<file path="config.mk">
export PLATFORM = sky130hd
export DESIGN_NAME = rsc_top
export DESIGN_NICKNAME = d
export VERILOG_FILES = /design/src/hdl/rsc_pkg.sv /design/src/hdl/rsc_top.sv
export VERILOG_INCLUDE_DIRS = /design/src /design/src/hdl
export SDC_FILE = /design/constraint.sdc
export NUM_CORES = 1
export LEC_CHECK = 0
export BUFFER_PORTS_ARGS = -buffer_cell sky130_fd_sc_hd__buf_2
export CORE_AREA = 3 3 63 65
export CTS_CLUSTER_DIAMETER = 50
export DETAILED_ROUTE_END_ITERATION = 12
export DIE_AREA = 0 0 66 68
export GPL_TIMING_DRIVEN = 0
export PLACE_DENSITY_LB_ADDON = 0.05
export SYNTH_ARGS = -nofsm -noshare
export SYNTH_HDL_FRONTEND = slang
export SYNTH_SLANG_ARGS = --single-unit
export TNS_END_PERCENT = 5
</file>
<file path="constraint.sdc">
create_clock -name CLK_SYS -period 1.95 [get_ports CLK_SYS]
set_input_delay 0.195 -clock CLK_SYS [delete_from_list [all_inputs] [get_ports CLK_SYS]]
set_output_delay 0.195 -clock CLK_SYS [all_outputs]
set_load 0.01 [all_outputs]
</file>
<file path="src/hdl/rsc_map.svh">
`ifndef RSC_MAP_SVH
`define RSC_MAP_SVH

// ****************************************
// Register map
// ****************************************
`define RSC_ADDR_W        8
`define RSC_OFS_CTRL      8'h00
`define RSC_OFS_MASK      8'h04
`define RSC_BIT_FLAG      0
`define RSC_BIT_IE        1
`define RSC_BIT_STAT      2
`define RSC_BIT_MASK      0
`define RSC_CTRL_RST      8'h00
`define RSC_MASK_RST      1'b1
`define RSC_REG_FULL      3'b011
`define RSC_REG_REDUCED   3'b100
`define RSC_REG_OFF       3'b000
`define RSC_ZERO8         8'h00

`endif

</file>
<file path="src/hdl/rsc_pkg.sv">
package rsc_pkg;
	typedef enum logic [2:0] {
		RSC_FULL     = 3'b001,
		RSC_REDUCED  = 3'b010,
		RSC_SHUTDOWN = 3'b100
	} rsc_mode_t;
endpackage

</file>
<file path="src/hdl/rsc_top.sv">
// The plain strobed port and the placing of the registers are this design's own decisions.
`timescale 1ns/1ns
`default_nettype none
`include "rsc_map.svh"

module rsc_top (
	input  wire logic                   CLK_SYS,     // 100 MHz bus clock
	input  wire logic                   RST,         // Async reset, active high
	input  wire logic [`RSC_ADDR_W-1:0] ADDR,        // Register address
	input  wire logic [7:0]             WDATA,       // Write data
	input  wire logic                   WR,          // Write strobe
	input  wire logic                   RD,          // Read strobe
	output logic      [7:0]             RDATA,       // Read data, cycle after RD
	input  wire logic                   REG_ENABLE,  // Regulator enable input pin
	input  wire logic                   STOP_MODE,   // Chip in stop mode
	input  wire logic                   CMP_QUIET_LOW,  // Quiet supply below assert level
	input  wire logic                   CMP_QUIET_HIGH, // Quiet supply above release level
	input  wire logic                   CMP_POR_OK,     // Core supply above power-up release
	input  wire logic                   CMP_DROP_LOW,   // Core supply below drop assert
	input  wire logic                   CMP_DROP_HIGH,  // Core supply above drop release
	output logic                        POR_OUT,     // Power-up reset request
	output logic                        DROP_RST,    // Supply-drop reset request
	output logic                        LOWV_IRQ,    // Low-voltage interrupt
	output logic                        AMP_EN,      // Error amplifier enable
	output logic                        BANDGAP_EN,  // Bandgap enable
	output logic                        CLAMP_EN,    // Clamp regulation select
	output logic                        OUT_EN,      // Regulator outputs driven
	output var rsc_pkg::rsc_mode_t      MODE         // Current operating mode
);
	import rsc_pkg::*;

	// ****************************************
	// Synchronisers
	// ****************************************
	logic [4:0] sync1_q;
	logic [4:0] sync2_q;
	wire  [4:0] async_in = {CMP_DROP_HIGH, CMP_DROP_LOW, CMP_POR_OK, CMP_QUIET_HIGH, CMP_QUIET_LOW};
	logic       en_s1_q;
	logic       en_s2_q;
	logic       stop_s1_q;
	logic       stop_s2_q;

	always_ff @(posedge CLK_SYS or posedge RST) begin
		if (RST) begin
			sync1_q   <= 5'h0;
			sync2_q   <= 5'h0;
			en_s1_q   <= 1'b0;
			en_s2_q   <= 1'b0;
			stop_s1_q <= 1'b0;
			stop_s2_q <= 1'b0;
		end else begin
			sync1_q   <= async_in;
			sync2_q   <= sync1_q;
			en_s1_q   <= REG_ENABLE;
			en_s2_q   <= en_s1_q;
			stop_s1_q <= STOP_MODE;
			stop_s2_q <= stop_s1_q;
		end
	end

	wire quiet_low  = sync2_q[0];
	wire quiet_high = sync2_q[1];
	wire por_ok     = sync2_q[2];
	wire drop_low   = sync2_q[3];
	wire drop_high  = sync2_q[4];

	// ****************************************
	// Mode selection
	// ****************************************
	rsc_mode_t mode_d;
	rsc_mode_t mode_q;

	assign mode_d = !en_s2_q ? RSC_SHUTDOWN : (stop_s2_q ? RSC_REDUCED : RSC_FULL);
	wire full_d = (mode_d == RSC_FULL);
	wire full_q = (mode_q == RSC_FULL);

	always_ff @(posedge CLK_SYS or posedge RST) begin
		if (RST) begin
			mode_q <= RSC_SHUTDOWN;
		end else begin
			mode_q <= mode_d;
		end
	end

	// ****************************************
	// Registers and detector
	// ****************************************
	logic stat_q;
	logic flag_q;
	logic ie_q;
	logic mask_q;
	logic drop_q;
	logic por_q;
	logic irq_q;
	logic [7:0] rdata_q;
	logic [2:0] reg_q;
	logic       outen_q;

	wire wr_ctrl = WR && (ADDR == `RSC_OFS_CTRL);
	wire wr_mask = WR && (ADDR == `RSC_OFS_MASK);
	wire clr_flag = wr_ctrl && WDATA[`RSC_BIT_FLAG];

	// Detector held at zero outside full mode; hysteresis keeps state between levels
	wire stat_d = !full_q ? 1'b0 : (quiet_low ? 1'b1 : (quiet_high ? 1'b0 : stat_q));
	wire stat_chg = (stat_d != stat_q);
	// Set beats clear so a change in the clearing cycle is not lost; mode entry never clears it
	wire flag_d = stat_chg ? 1'b1 : (clr_flag ? 1'b0 : flag_q);
	wire drop_d = !full_q ? 1'b0 : (drop_low ? 1'b1 : (drop_high ? 1'b0 : drop_q));
	wire ie_d   = wr_ctrl ? WDATA[`RSC_BIT_IE] : ie_q;
	wire mask_d = wr_mask ? WDATA[`RSC_BIT_MASK] : mask_q;
	wire irq_d  = flag_d && ie_d && mask_d;

	wire [7:0] ctrl_rd = {5'h0, stat_q, ie_q, flag_q};
	wire [7:0] rd_sel  = (ADDR == `RSC_OFS_CTRL) ? ctrl_rd :
	                     (ADDR == `RSC_OFS_MASK) ? {7'h0, mask_q} : `RSC_ZERO8;
	wire [7:0] rdata_d = RD ? rd_sel : `RSC_ZERO8;

	// Regulator controls: bit0 amp, bit1 bandgap, bit2 clamp
	wire [2:0] reg_d = (mode_d == RSC_FULL) ? `RSC_REG_FULL :
	                   ((mode_d == RSC_REDUCED) ? `RSC_REG_REDUCED : `RSC_REG_OFF);
	// Outputs stay driven in full and reduced modes, only shutdown floats them
	wire outen_d = (mode_d != RSC_SHUTDOWN);

	// ****************************************
	// Detector state
	// ****************************************
	always_ff @(posedge CLK_SYS or posedge RST) begin
		if (RST) begin
			stat_q <= 1'b0;
			flag_q <= 1'b0;
		end else begin
			stat_q <= stat_d;
			flag_q <= flag_d;
		end
	end

	// ****************************************
	// Software controls
	// ****************************************
	always_ff @(posedge CLK_SYS or posedge RST) begin
		if (RST) begin
			ie_q   <= 1'b0;
			mask_q <= `RSC_MASK_RST;
		end else begin
			ie_q   <= ie_d;
			mask_q <= mask_d;
		end
	end

	// ****************************************
	// Reset requests
	// ****************************************
	// Power-up request is high in reset so nothing starts before the supply is known good
	always_ff @(posedge CLK_SYS or posedge RST) begin
		if (RST) begin
			drop_q <= 1'b0;
			por_q  <= 1'b1;
		end else begin
			drop_q <= drop_d;
			por_q  <= !por_ok;
		end
	end

	// ****************************************
	// Interrupt line
	// ****************************************
	always_ff @(posedge CLK_SYS or posedge RST) begin
		if (RST) begin
			irq_q <= 1'b0;
		end else begin
			irq_q <= irq_d;
		end
	end

	// ****************************************
	// Read data
	// ****************************************
	always_ff @(posedge CLK_SYS or posedge RST) begin
		if (RST) begin
			rdata_q <= `RSC_ZERO8;
		end else begin
			rdata_q <= rdata_d;
		end
	end

	// ****************************************
	// Regulator controls
	// ****************************************
	always_ff @(posedge CLK_SYS or posedge RST) begin
		if (RST) begin
			reg_q   <= `RSC_REG_OFF;
			outen_q <= 1'b0;
		end else begin
			reg_q   <= reg_d;
			outen_q <= outen_d;
		end
	end

	// ****************************************
	// Outputs
	// ****************************************
	assign POR_OUT    = por_q;
	assign DROP_RST   = drop_q;
	assign LOWV_IRQ   = irq_q;
	assign RDATA      = rdata_q;
	assign AMP_EN     = reg_q[0];
	assign BANDGAP_EN = reg_q[1];
	assign CLAMP_EN   = reg_q[2];
	assign OUT_EN     = outen_q;
	assign MODE       = mode_q;

	// ****************************************
	// Checks
	// ****************************************
	chk_stat_set_low: assert property (@(posedge CLK_SYS) disable iff (RST)
		(full_q && quiet_low) |=> stat_q) else $error("status not set on low supply");
	chk_stat_clear_high: assert property (@(posedge CLK_SYS) disable iff (RST)
		(full_q && quiet_high && !quiet_low) |=> !stat_q) else $error("status not cleared");
	chk_flag_on_change: assert property (@(posedge CLK_SYS) disable iff (RST)
		(stat_q != $past(stat_q)) |-> flag_q) else $error("change did not set flag");
	chk_irq_follows_flag: assert property (@(posedge CLK_SYS) disable iff (RST)
		##1 (LOWV_IRQ == (flag_q && ie_q && mask_q))) else $error("irq mismatch");
	chk_flag_kept_mode: assert property (@(posedge CLK_SYS) disable iff (RST)
		(flag_q && !clr_flag && !full_d) |=> flag_q) else $error("flag lost on mode change");
	chk_detect_idle: assert property (@(posedge CLK_SYS) disable iff (RST)
		!full_q |=> !stat_q) else $error("detector active outside full mode");
	chk_por_track: assert property (@(posedge CLK_SYS) disable iff (RST)
		POR_OUT == !$past(por_ok)) else $error("power-up reset wrong");
	chk_drop_assert: assert property (@(posedge CLK_SYS) disable iff (RST)
		(full_q && drop_low) |=> DROP_RST) else $error("drop reset not asserted");
	chk_drop_idle: assert property (@(posedge CLK_SYS) disable iff (RST)
		!full_q |=> !DROP_RST) else $error("drop reset outside full mode");
	chk_reduced_clamp: assert property (@(posedge CLK_SYS) disable iff (RST)
		(mode_q == RSC_REDUCED) |-> (CLAMP_EN && !AMP_EN && !BANDGAP_EN)) else $error("reduced mode wrong");
	chk_flag_w1c: assert property (@(posedge CLK_SYS) disable iff (RST)
		(wr_ctrl && !WDATA[`RSC_BIT_FLAG] && flag_q) |=> flag_q) else $error("zero write cleared flag");
	chk_mode_select: assert property (@(posedge CLK_SYS) disable iff (RST)
		!en_s2_q |=> (mode_q == RSC_SHUTDOWN)) else $error("shutdown not selected");

	chk_por_release: assert property (@(posedge CLK_SYS) disable iff (RST)
		por_ok |=> !POR_OUT) else $error("power-up reset not released");

	chk_por_any_mode: assert property (@(posedge CLK_SYS) disable iff (RST)
		(!full_q && !por_ok) |=> POR_OUT) else $error("power-up reset off outside full mode");

	chk_drop_release: assert property (@(posedge CLK_SYS) disable iff (RST)
		(full_q && drop_high && !drop_low) |=> !DROP_RST) else $error("drop reset not released");

	chk_full_regulation: assert property (@(posedge CLK_SYS) disable iff (RST)
		(mode_q == RSC_FULL) |-> (AMP_EN && BANDGAP_EN && !CLAMP_EN)) else $error("full mode wrong");

	chk_irq_needs_flag: assert property (@(posedge CLK_SYS) disable iff (RST)
		LOWV_IRQ |-> (flag_q && ie_q)) else $error("irq without flag and enable");

	chk_flag_clear: assert property (@(posedge CLK_SYS) disable iff (RST)
		(clr_flag && !stat_chg) |=> !flag_q) else $error("flag not cleared by one");

	chk_stat_read_only: assert property (@(posedge CLK_SYS) disable iff (RST)
		(wr_ctrl && full_q && !quiet_low && !quiet_high) |=> (stat_q == $past(stat_q))) else $error("status written");

	chk_rdata_idle: assert property (@(posedge CLK_SYS) disable iff (RST)
		!RD |=> (RDATA == `RSC_ZERO8)) else $error("read data without read");

	chk_ie_write: assert property (@(posedge CLK_SYS) disable iff (RST)
		wr_ctrl |=> (ie_q == $past(WDATA[`RSC_BIT_IE]))) else $error("enable write lost");

	chk_shutdown_off: assert property (@(posedge CLK_SYS) disable iff (RST)
		(mode_q == RSC_SHUTDOWN) |-> !OUT_EN) else $error("outputs driven in shutdown");

	chk_stop_reduced: assert property (@(posedge CLK_SYS) disable iff (RST)
		(en_s2_q && stop_s2_q) |=> (mode_q == RSC_REDUCED)) else $error("stop did not select reduced");

	chk_run_full: assert property (@(posedge CLK_SYS) disable iff (RST)
		(en_s2_q && !stop_s2_q) |=> (mode_q == RSC_FULL)) else $error("run did not select full");

	chk_sync_depth: assert property (@(posedge CLK_SYS) disable iff (RST)
		quiet_low == $past(CMP_QUIET_LOW, 2)) else $error("comparator sync depth wrong");

endmodule // rsc_top

`default_nettype wire

</file>
==> results of run 1 <==
worst max-delay path, stage by stage (launching register included):
cell and delay [ps]:
dfrtp_1 410, or3b_4 430, a21oi_4 140, xnor2_1 150, a2bb2oi_1 90
state kept, by name (all words and copies together), names as in the netlist:
| name | cells |
|---|---|
| sync1_q | 5 |
| DROP_RST | 1 |
| MODE | 3 |
| LOWV_IRQ | 1 |
| stop_s1_q | 1 |
| POR_OUT | 1 |
| stop_s2_q | 1 |
| RDATA | 3 |
| en_s1_q | 1 |
| sync2_q | 5 |
| stat_q | 1 |
| flag_q | 1 |
| ie_q | 1 |
| mask_q | 1 |
| en_s2_q | 1 |
| OUT_EN | 1 |
stage by stage:
stage | hold WS [ps] | instance area (sq um) | total power [mW]
after floorplan | 226.4 | 1054 | 0.6761
final | 52.29 | 1378 | 0.9831
after CTS | 36.90 | 1378 | 1.007
after detailed placement | 304.3 | 1271 | 0.7155
after global placement | 303.0 | 1271 | 0.7134
after global routing | 37.54 | 1378 | 1.048
repair_timing:
action,4_1_cts,5_1_grt
endpoints found under the setup margin,0,0
hold buffers,7,0
buffers inserted,0,0
endpoints found under the hold margin,7,0
cells by family (layout without fill, tap and decap cells):
logic type,Yosys count,count (layout)
flops,28,28
simple gates,22,22
buf+inv,15,58
compound gates,4,4
mux,4,4
other cells,1,5
xor+xnor,1,1
per-layer routing:
metal  global-route usage [%]  up-vias  wire length (um)
met5                        0        -                 0
met3                    2.956        2               132
li1                         -      319                 -
met4                    2.284        0                 9
met2                    14.52       27               792
met1                    8.583      303               620
worst min-delay path by stage:
stage / start / to / slack, ps / cells past startpoint
after global placement: CMP_QUIET_HIGH / sync1_q[1]$_DFF_PP0_ / 300 / 1
after global routing: ADDR[2] / RDATA[2]$_DFF_PP0_ / 40 / 2
after detailed placement: CMP_DROP_LOW / sync1_q[3]$_DFF_PP0_ / 300 / 1
after CTS: ADDR[2] / RDATA[2]$_DFF_PP0_ / 40 / 2
after floorplan: REG_ENABLE / en_s1_q$_DFF_PP0_ / 230 / 0
final: ADDR[2] / RDATA[2]$_DFF_PP0_ / 50 / 2
cell type report:
cell class	instances	area, sq um	share of cell area (%)
Tap cell	46	57.56	4.178
Sequential cell	28	704.4	51.14
Multi-Input combinational cell	36	255.2	18.53
Inverter	5	18.77	1.362
Timing Repair Buffer	39	230.2	16.71
Clock buffer	4	36.28	2.634
Buffer	10	75.07	5.450
cell usage after synthesis:
cell	instances	area (sq um)
conb_1	1	3.750
o21ai_0	1	5.000
nor3b_1	2	15.01
nor3_1	2	10.01
nand2_2	1	6.260
nor4_4	1	21.27
buf_4	8	60.06
mux2_4	1	15.01
a21oi_1	1	5.000
and2_4	1	8.760
nand3_1	2	10.01
mux2i_1	2	20.02
nor4b_2	1	15.01
clkbuf_1	1	3.750
a21oi_4	1	16.27
mux2_2	1	11.26
or3b_4	1	11.26
dfstp_2	3	78.83
dfrtp_1	25	625.6
xnor2_1	1	8.760
a2bb2oi_1	1	8.760
inv_1	5	18.77
and2_1	1	6.260
nor2_1	4	15.01
nand2b_1	2	12.51
buf_6	1	11.26
nand2_1	4	15.01
power breakdown:
| group | internal, mW | switching, mW | leakage (nW) | total (mW) |
|---|---|---|---|---|
| Sequential | 0.606 | 0.00896 | 0.338 | 0.615 |
| Combinational | 0.0524 | 0.0451 | 0.323 | 0.0975 |
| Clock | 0.114 | 0.156 | 0.0210 | 0.271 |
==> flow_metrics.py, run 1 <==
metrics = {
    "outcome": {
        "outcome": "complete, no violations",
    },
    "power_and_ir_drop": {
        "p_per_area_nw_per_um2": 713.7,
        "p_leak_nw": 0.6819,
        "max-vdd-ir-drop_mv": 0.4961,
    },
    "drt": {
        "wl_mm": 1.554,
        "firstDrtPassIters": 2,
        "drtIter0Drc": 15,
        "ant_nets": 0,
        "route.detailed.drc": 0,
        "via_count": 651,
        "avgViaCountPerCell": 3.875,
        "wl_per_cell_um": 9.250,
    },
    "cts": {
        "h-tree-depth": 1,
        "clock-sinks": 28,
        "numCtsBuffers": 3,
        "clk_pin_slew_worst_paths_ps": 130,
        "clk_latency_ps": 320,
        "cts_resized": 0,
        "cts.path.max_buffers": 2,
        "cts-root-buf": "clkbuf_4",
        "cts_tree": "built",
    },
    "grt": {
        "grt_usage_pct": 7.933,
        "overflow": 0,
        "antenna_found_initial": 0,
        "first_global_vias": 642,
        "grt_pass1_wl_mm": 2.677,
        "grt_max_degree": 29,
    },
    "logic_synthesis": {
        "synth-compound-area-share_pct": 3.373,
        "synthAdderAreaFrac_pct": 0,
        "synth.avg_cell_area_sq_um": 13.85,
        "synth-seq-cells": 28,
        "ys_warn_count": 0,
        "synth_top_family_by_area": "simple AND/OR/NAND/NOR gates",
        "ys_types": 27,
        "synth_xor_area_share_pct": 0.8434,
        "ys_seq_area_share_pct": 67.83,
        "syn-instance-count": 75,
        "yosys.area_share.simple_pct": 14.10,
        "synthMuxAreaShare_pct": 4.458,
        "syn_area_sq_um": 1038,
    },
    "worst_setup_path": {
        "cp-start-kind": "register",
        "required_ps": 2160,
        "critPathCaptureType": "register",
        "cp_max_fo": 3,
        "r2r_end": "LOWV_IRQ$_DFF_PP0_",
        "cp-startpoint": "MODE[1]$_DFF_PP0_",
        "r2r_cells": 4,
        "crit_type": "register to register",
        "reg2reg_slack_ps": 620,
        "reg2reg_from": "MODE[1]$_DFF_PP0_",
        "critical_path_arrival_ps": 1540,
        "endpoint": "LOWV_IRQ$_DFF_PP0_",
    },
    "timing": {
        "layout_min_cycle_time_ps": 1326,
        "finClkSkew_ps": 3.168,
        "setup_viol": 0,
        "rsz0062_at_grt": "false",
        "report.final.slew_viol_count": 0,
        "fmax_ghz": 0.7542,
        "slew_headroom_pct": 31.65,
        "tightest_slew_ps": 1024,
        "final.period_utilization_pct": 67.99,
        "setup_tns_ps": 0,
        "setup_slack_ps": 624.1,
        "hold_violations": 0,
    },
    "die": {
        "io_pins": 45,
        "core_sq_um": 3390,
        "start_util_pct": 30.64,
        "die_w_um": 66,
        "dieArea_sq_um": 4488,
        "die_y_um": 68,
        "rows": 21,
    },
    "final_layout": {
        "drive_above_1_share_pct": 45.90,
        "nFillCells": 333,
        "diodes": 0,
        "utilization_pct": 40.64,
        "layout.nets": 150,
        "syn_to_final_growth_pct": 32.65,
        "layout.cells.most_common": "buf_2",
        "final_cell_mix": "buf_2 (32), dfrtp_1 (25), buf_4 (8), dlygate4sd3_1 (7)",
        "fin_cells": 168,
    },
    "placement": {
        "gp_congestion": 0.6747,
        "place_inst": 157,
        "port_buffers": 32,
        "place_ws_ps": 612.8,
        "dp.final_hpwl_mm": 1.172,
    },
    "job": {
        "maxCapViolations": 0,
    },
    "min_path": {
        "min_path_type": "input port to register",
    },
}
No activity file was read; power rests on OpenSTA's default activity.
==> run 2, diff against run 1 <==
==> constraint.sdc (replaced) <==
create_clock -name CLK_SYS -period 1.15 [get_ports CLK_SYS]
set_input_delay 0.115 -clock CLK_SYS [delete_from_list [all_inputs] [get_ports CLK_SYS]]
set_output_delay 0.115 -clock CLK_SYS [all_outputs]
set_load 0.01 [all_outputs]
==> run 2 against run 1 <==
Net effect:
- the flow now finishes with violations (hold timing, setup timing)
- critical path depth unchanged
- flip-flop and latch count unchanged
- power is 88% higher
- critical endpoint unchanged
==> flow_metrics.py, run 2 (synthesis results as in run 1) <==
metrics = {
    "timing": {
        "slew_headroom_pct": 34.23,
        "holdWs_ps": -3.028,
        "layout_min_cycle_time_ps": 1287,
        "setup_viol": 5,
        "tightest_slew_ps": 985.4,
        "report.final.slew_viol_count": 0,
        "hold_violations": 6,
        "rsz0062_at_grt": "true",
        "fmax_ghz": 0.7769,
        "final.period_utilization_pct": 111.9,
        "setup_slack_ps": -137.1,
        "finClkSkew_ps": 5.622,
    },
    "drt": {
        "drtIter0Drc": 15,
        "wl_per_cell_um": 9.157,
        "firstDrtPassIters": 2,
        "ant_nets": 0,
        "wl_mm": 1.575,
        "via_count": 658,
        "avgViaCountPerCell": 3.826,
        "route.detailed.drc": 0,
    },
    "die": {
        "die_w_um": 66,
        "start_util_pct": 30.64,
        "core_sq_um": 3390,
        "rows": 21,
        "die_y_um": 68,
        "io_pins": 45,
        "dieArea_sq_um": 4488,
    },
    "power_and_ir_drop": {
        "p_sw_uw": 364.6,
        "seqPwrFrac_pct": 56.4,
        "internal_power_mw": 1.485,
        "p_leak_nw": 0.7137,
        "pwr-share-clk_pct": 33.6,
        "p_per_area_nw_per_um2": 1271,
        "max-vdd-ir-drop_mv": 1.009,
        "power_switching_share_pct": 19.72,
        "power_frac_comb_pct": 10.0,
    },
    "final_layout": {
        "diodes": 0,
        "syn_to_final_growth_pct": 40.12,
        "utilization_pct": 42.93,
        "layout.cells.most_common": "buf_2",
        "final_cell_mix": "buf_2 (29), dfrtp_1 (25), buf_4 (10), dlygate4sd3_1 (9)",
        "drive_above_1_share_pct": 46.83,
        "layout.nets": 154,
        "reg.largest.list": "sync1_q x5, sync2_q x5",
    },
    "job": {
        "maxCapViolations": 0,
    },
    "outcome": {
        "violations": "hold timing, setup timing",
        "outcome": "finished with violations",
    },
    "grt": {
        "grt_pass1_wl_mm": 2.594,
        "first_global_vias": 621,
        "antenna_found_initial": 0,
        "grt_use_met2_pct": 14.02,
        "grt_usage_pct": 7.771,
        "grt_max_degree": 29,
        "top_usage_layer": "met2",
        "use_met3_pct": 3.612,
        "grtUsageMet1_pct": 8.108,
        "overflow": 0,
    },
    "cts": {
        "clk_pin_slew_worst_paths_ps": 140,
        "clk_latency_ps": 320,
        "h-tree-depth": 1,
        "cts-root-buf": "clkbuf_4",
        "cts.path.max_buffers": 2,
        "numCtsBuffers": 3,
        "clock-sinks": 28,
        "cts_tree": "built",
    },
    "min_path": {
        "min_path_type": "input port to asynchronous set/reset pin",
    },
    "worst_setup_path": {
        "cp_max_fo": 2,
        "cp-start-kind": "register",
        "critPathCaptureType": "register",
        "critical_path_arrival_ps": 1500,
        "required_ps": 1360,
        "crit_type": "register to register",
    },
    "placement": {
        "place_ws_ps": -165.8,
        "dp.final_hpwl_mm": 1.183,
        "gp_congestion": 0.6887,
        "port_buffers": 32,
    },
}
==> run 2: changes by cell type in the layout (fill, tap and decap cells not counted), sizes merged <==
cell / before / now
dlygate4sd3: 7 / 9
buf: 41 / 43
clkbuf: 5 / 4
bufinv: 0 / 1
==> run 2: critical path: stages (launching register included) <==
cell and delay [ps]:
dfstp_2 390, or3b_4 410, a21oi_4 160, xnor2_2 130, a2bb2oi_1 90
==> run 2: worst paths after layout <==
kind                       depth (start not counted)                    to                  from  slack, ps
setup / recovery                                   4    LOWV_IRQ$_DFF_PP0_     MODE[2]$_DFF_PP1_       -140
hold / removal                                     2  sync1_q[2]$_DFF_PP0_                   RST         -3
setup reg to reg                                   4    LOWV_IRQ$_DFF_PP0_     MODE[2]$_DFF_PP1_       -140
hold reg to reg                                    1     POR_OUT$_DFF_PP1_  sync2_q[2]$_DFF_PP0_        360
max in group asynchronous                          2     MODE[0]$_DFF_PP0_                   RST        550
min in group CLK_SYS                               2      mask_q$_DFF_PP1_              WDATA[0]         60
==> run 2: cell type report <==
cell class | instances | area (sq um)
fill | 325 | 1934
inverter | 5 | 18.77
sequential | 28 | 704.4
clock inverter | 1 | 30.03
buffer | 10 | 75.07
multi-input combinational | 36 | 262.8
tap | 46 | 57.56
timing repair buffer | 43 | 284.0
clock buffer | 3 | 22.52
==> run 2: timing repair <==
item	4_1_cts	5_1_grt
resized for setup	1	3
gates cloned	0	0
buffers inserted	2	0
setup endpoints to repair	2	9
endpoints found under the hold margin	9	1
hold buffers	8	1
==> run 2: power by group through the flow <==
stage / combinational, mW / clock, mW / sequential (mW)
finish: 0.185 / 0.622 / 1.04
global route: 0.206 / 0.707 / 1.05
CTS: 0.179 / 0.654 / 1.04
detailed placement: 0.150 / 0 / 1.06
global placement: 0.148 / 0 / 1.06
floorplan: 0.0816 / 0 / 1.06
==> run 2: stage by stage <==
step | cell area [sq um] | setup TNS [ps] | power [mW] | std cells | hold slack (ps)
floorplan | 1054 | -226.3 | 1.146 | 79 | 146.4
global placement | 1271 | -390.1 | 1.210 | 157 | 222.8
detailed placement | 1271 | -434.2 | 1.212 | 157 | 224.3
CTS | 1426 | -492.8 | 1.876 | 171 | 27.04
global route | 1455 | -806.5 | 1.962 | 172 | 38.07
finish | 1455 | -421.3 | 1.849 | 172 | -3.028
==> run 2: layer usage <==
metal  routed length (um)  part of all wire, %
met1                  641                   41
met2                  777                   49
met5                    0                    0
met3                  146                  9.3
met4                    9                 0.57
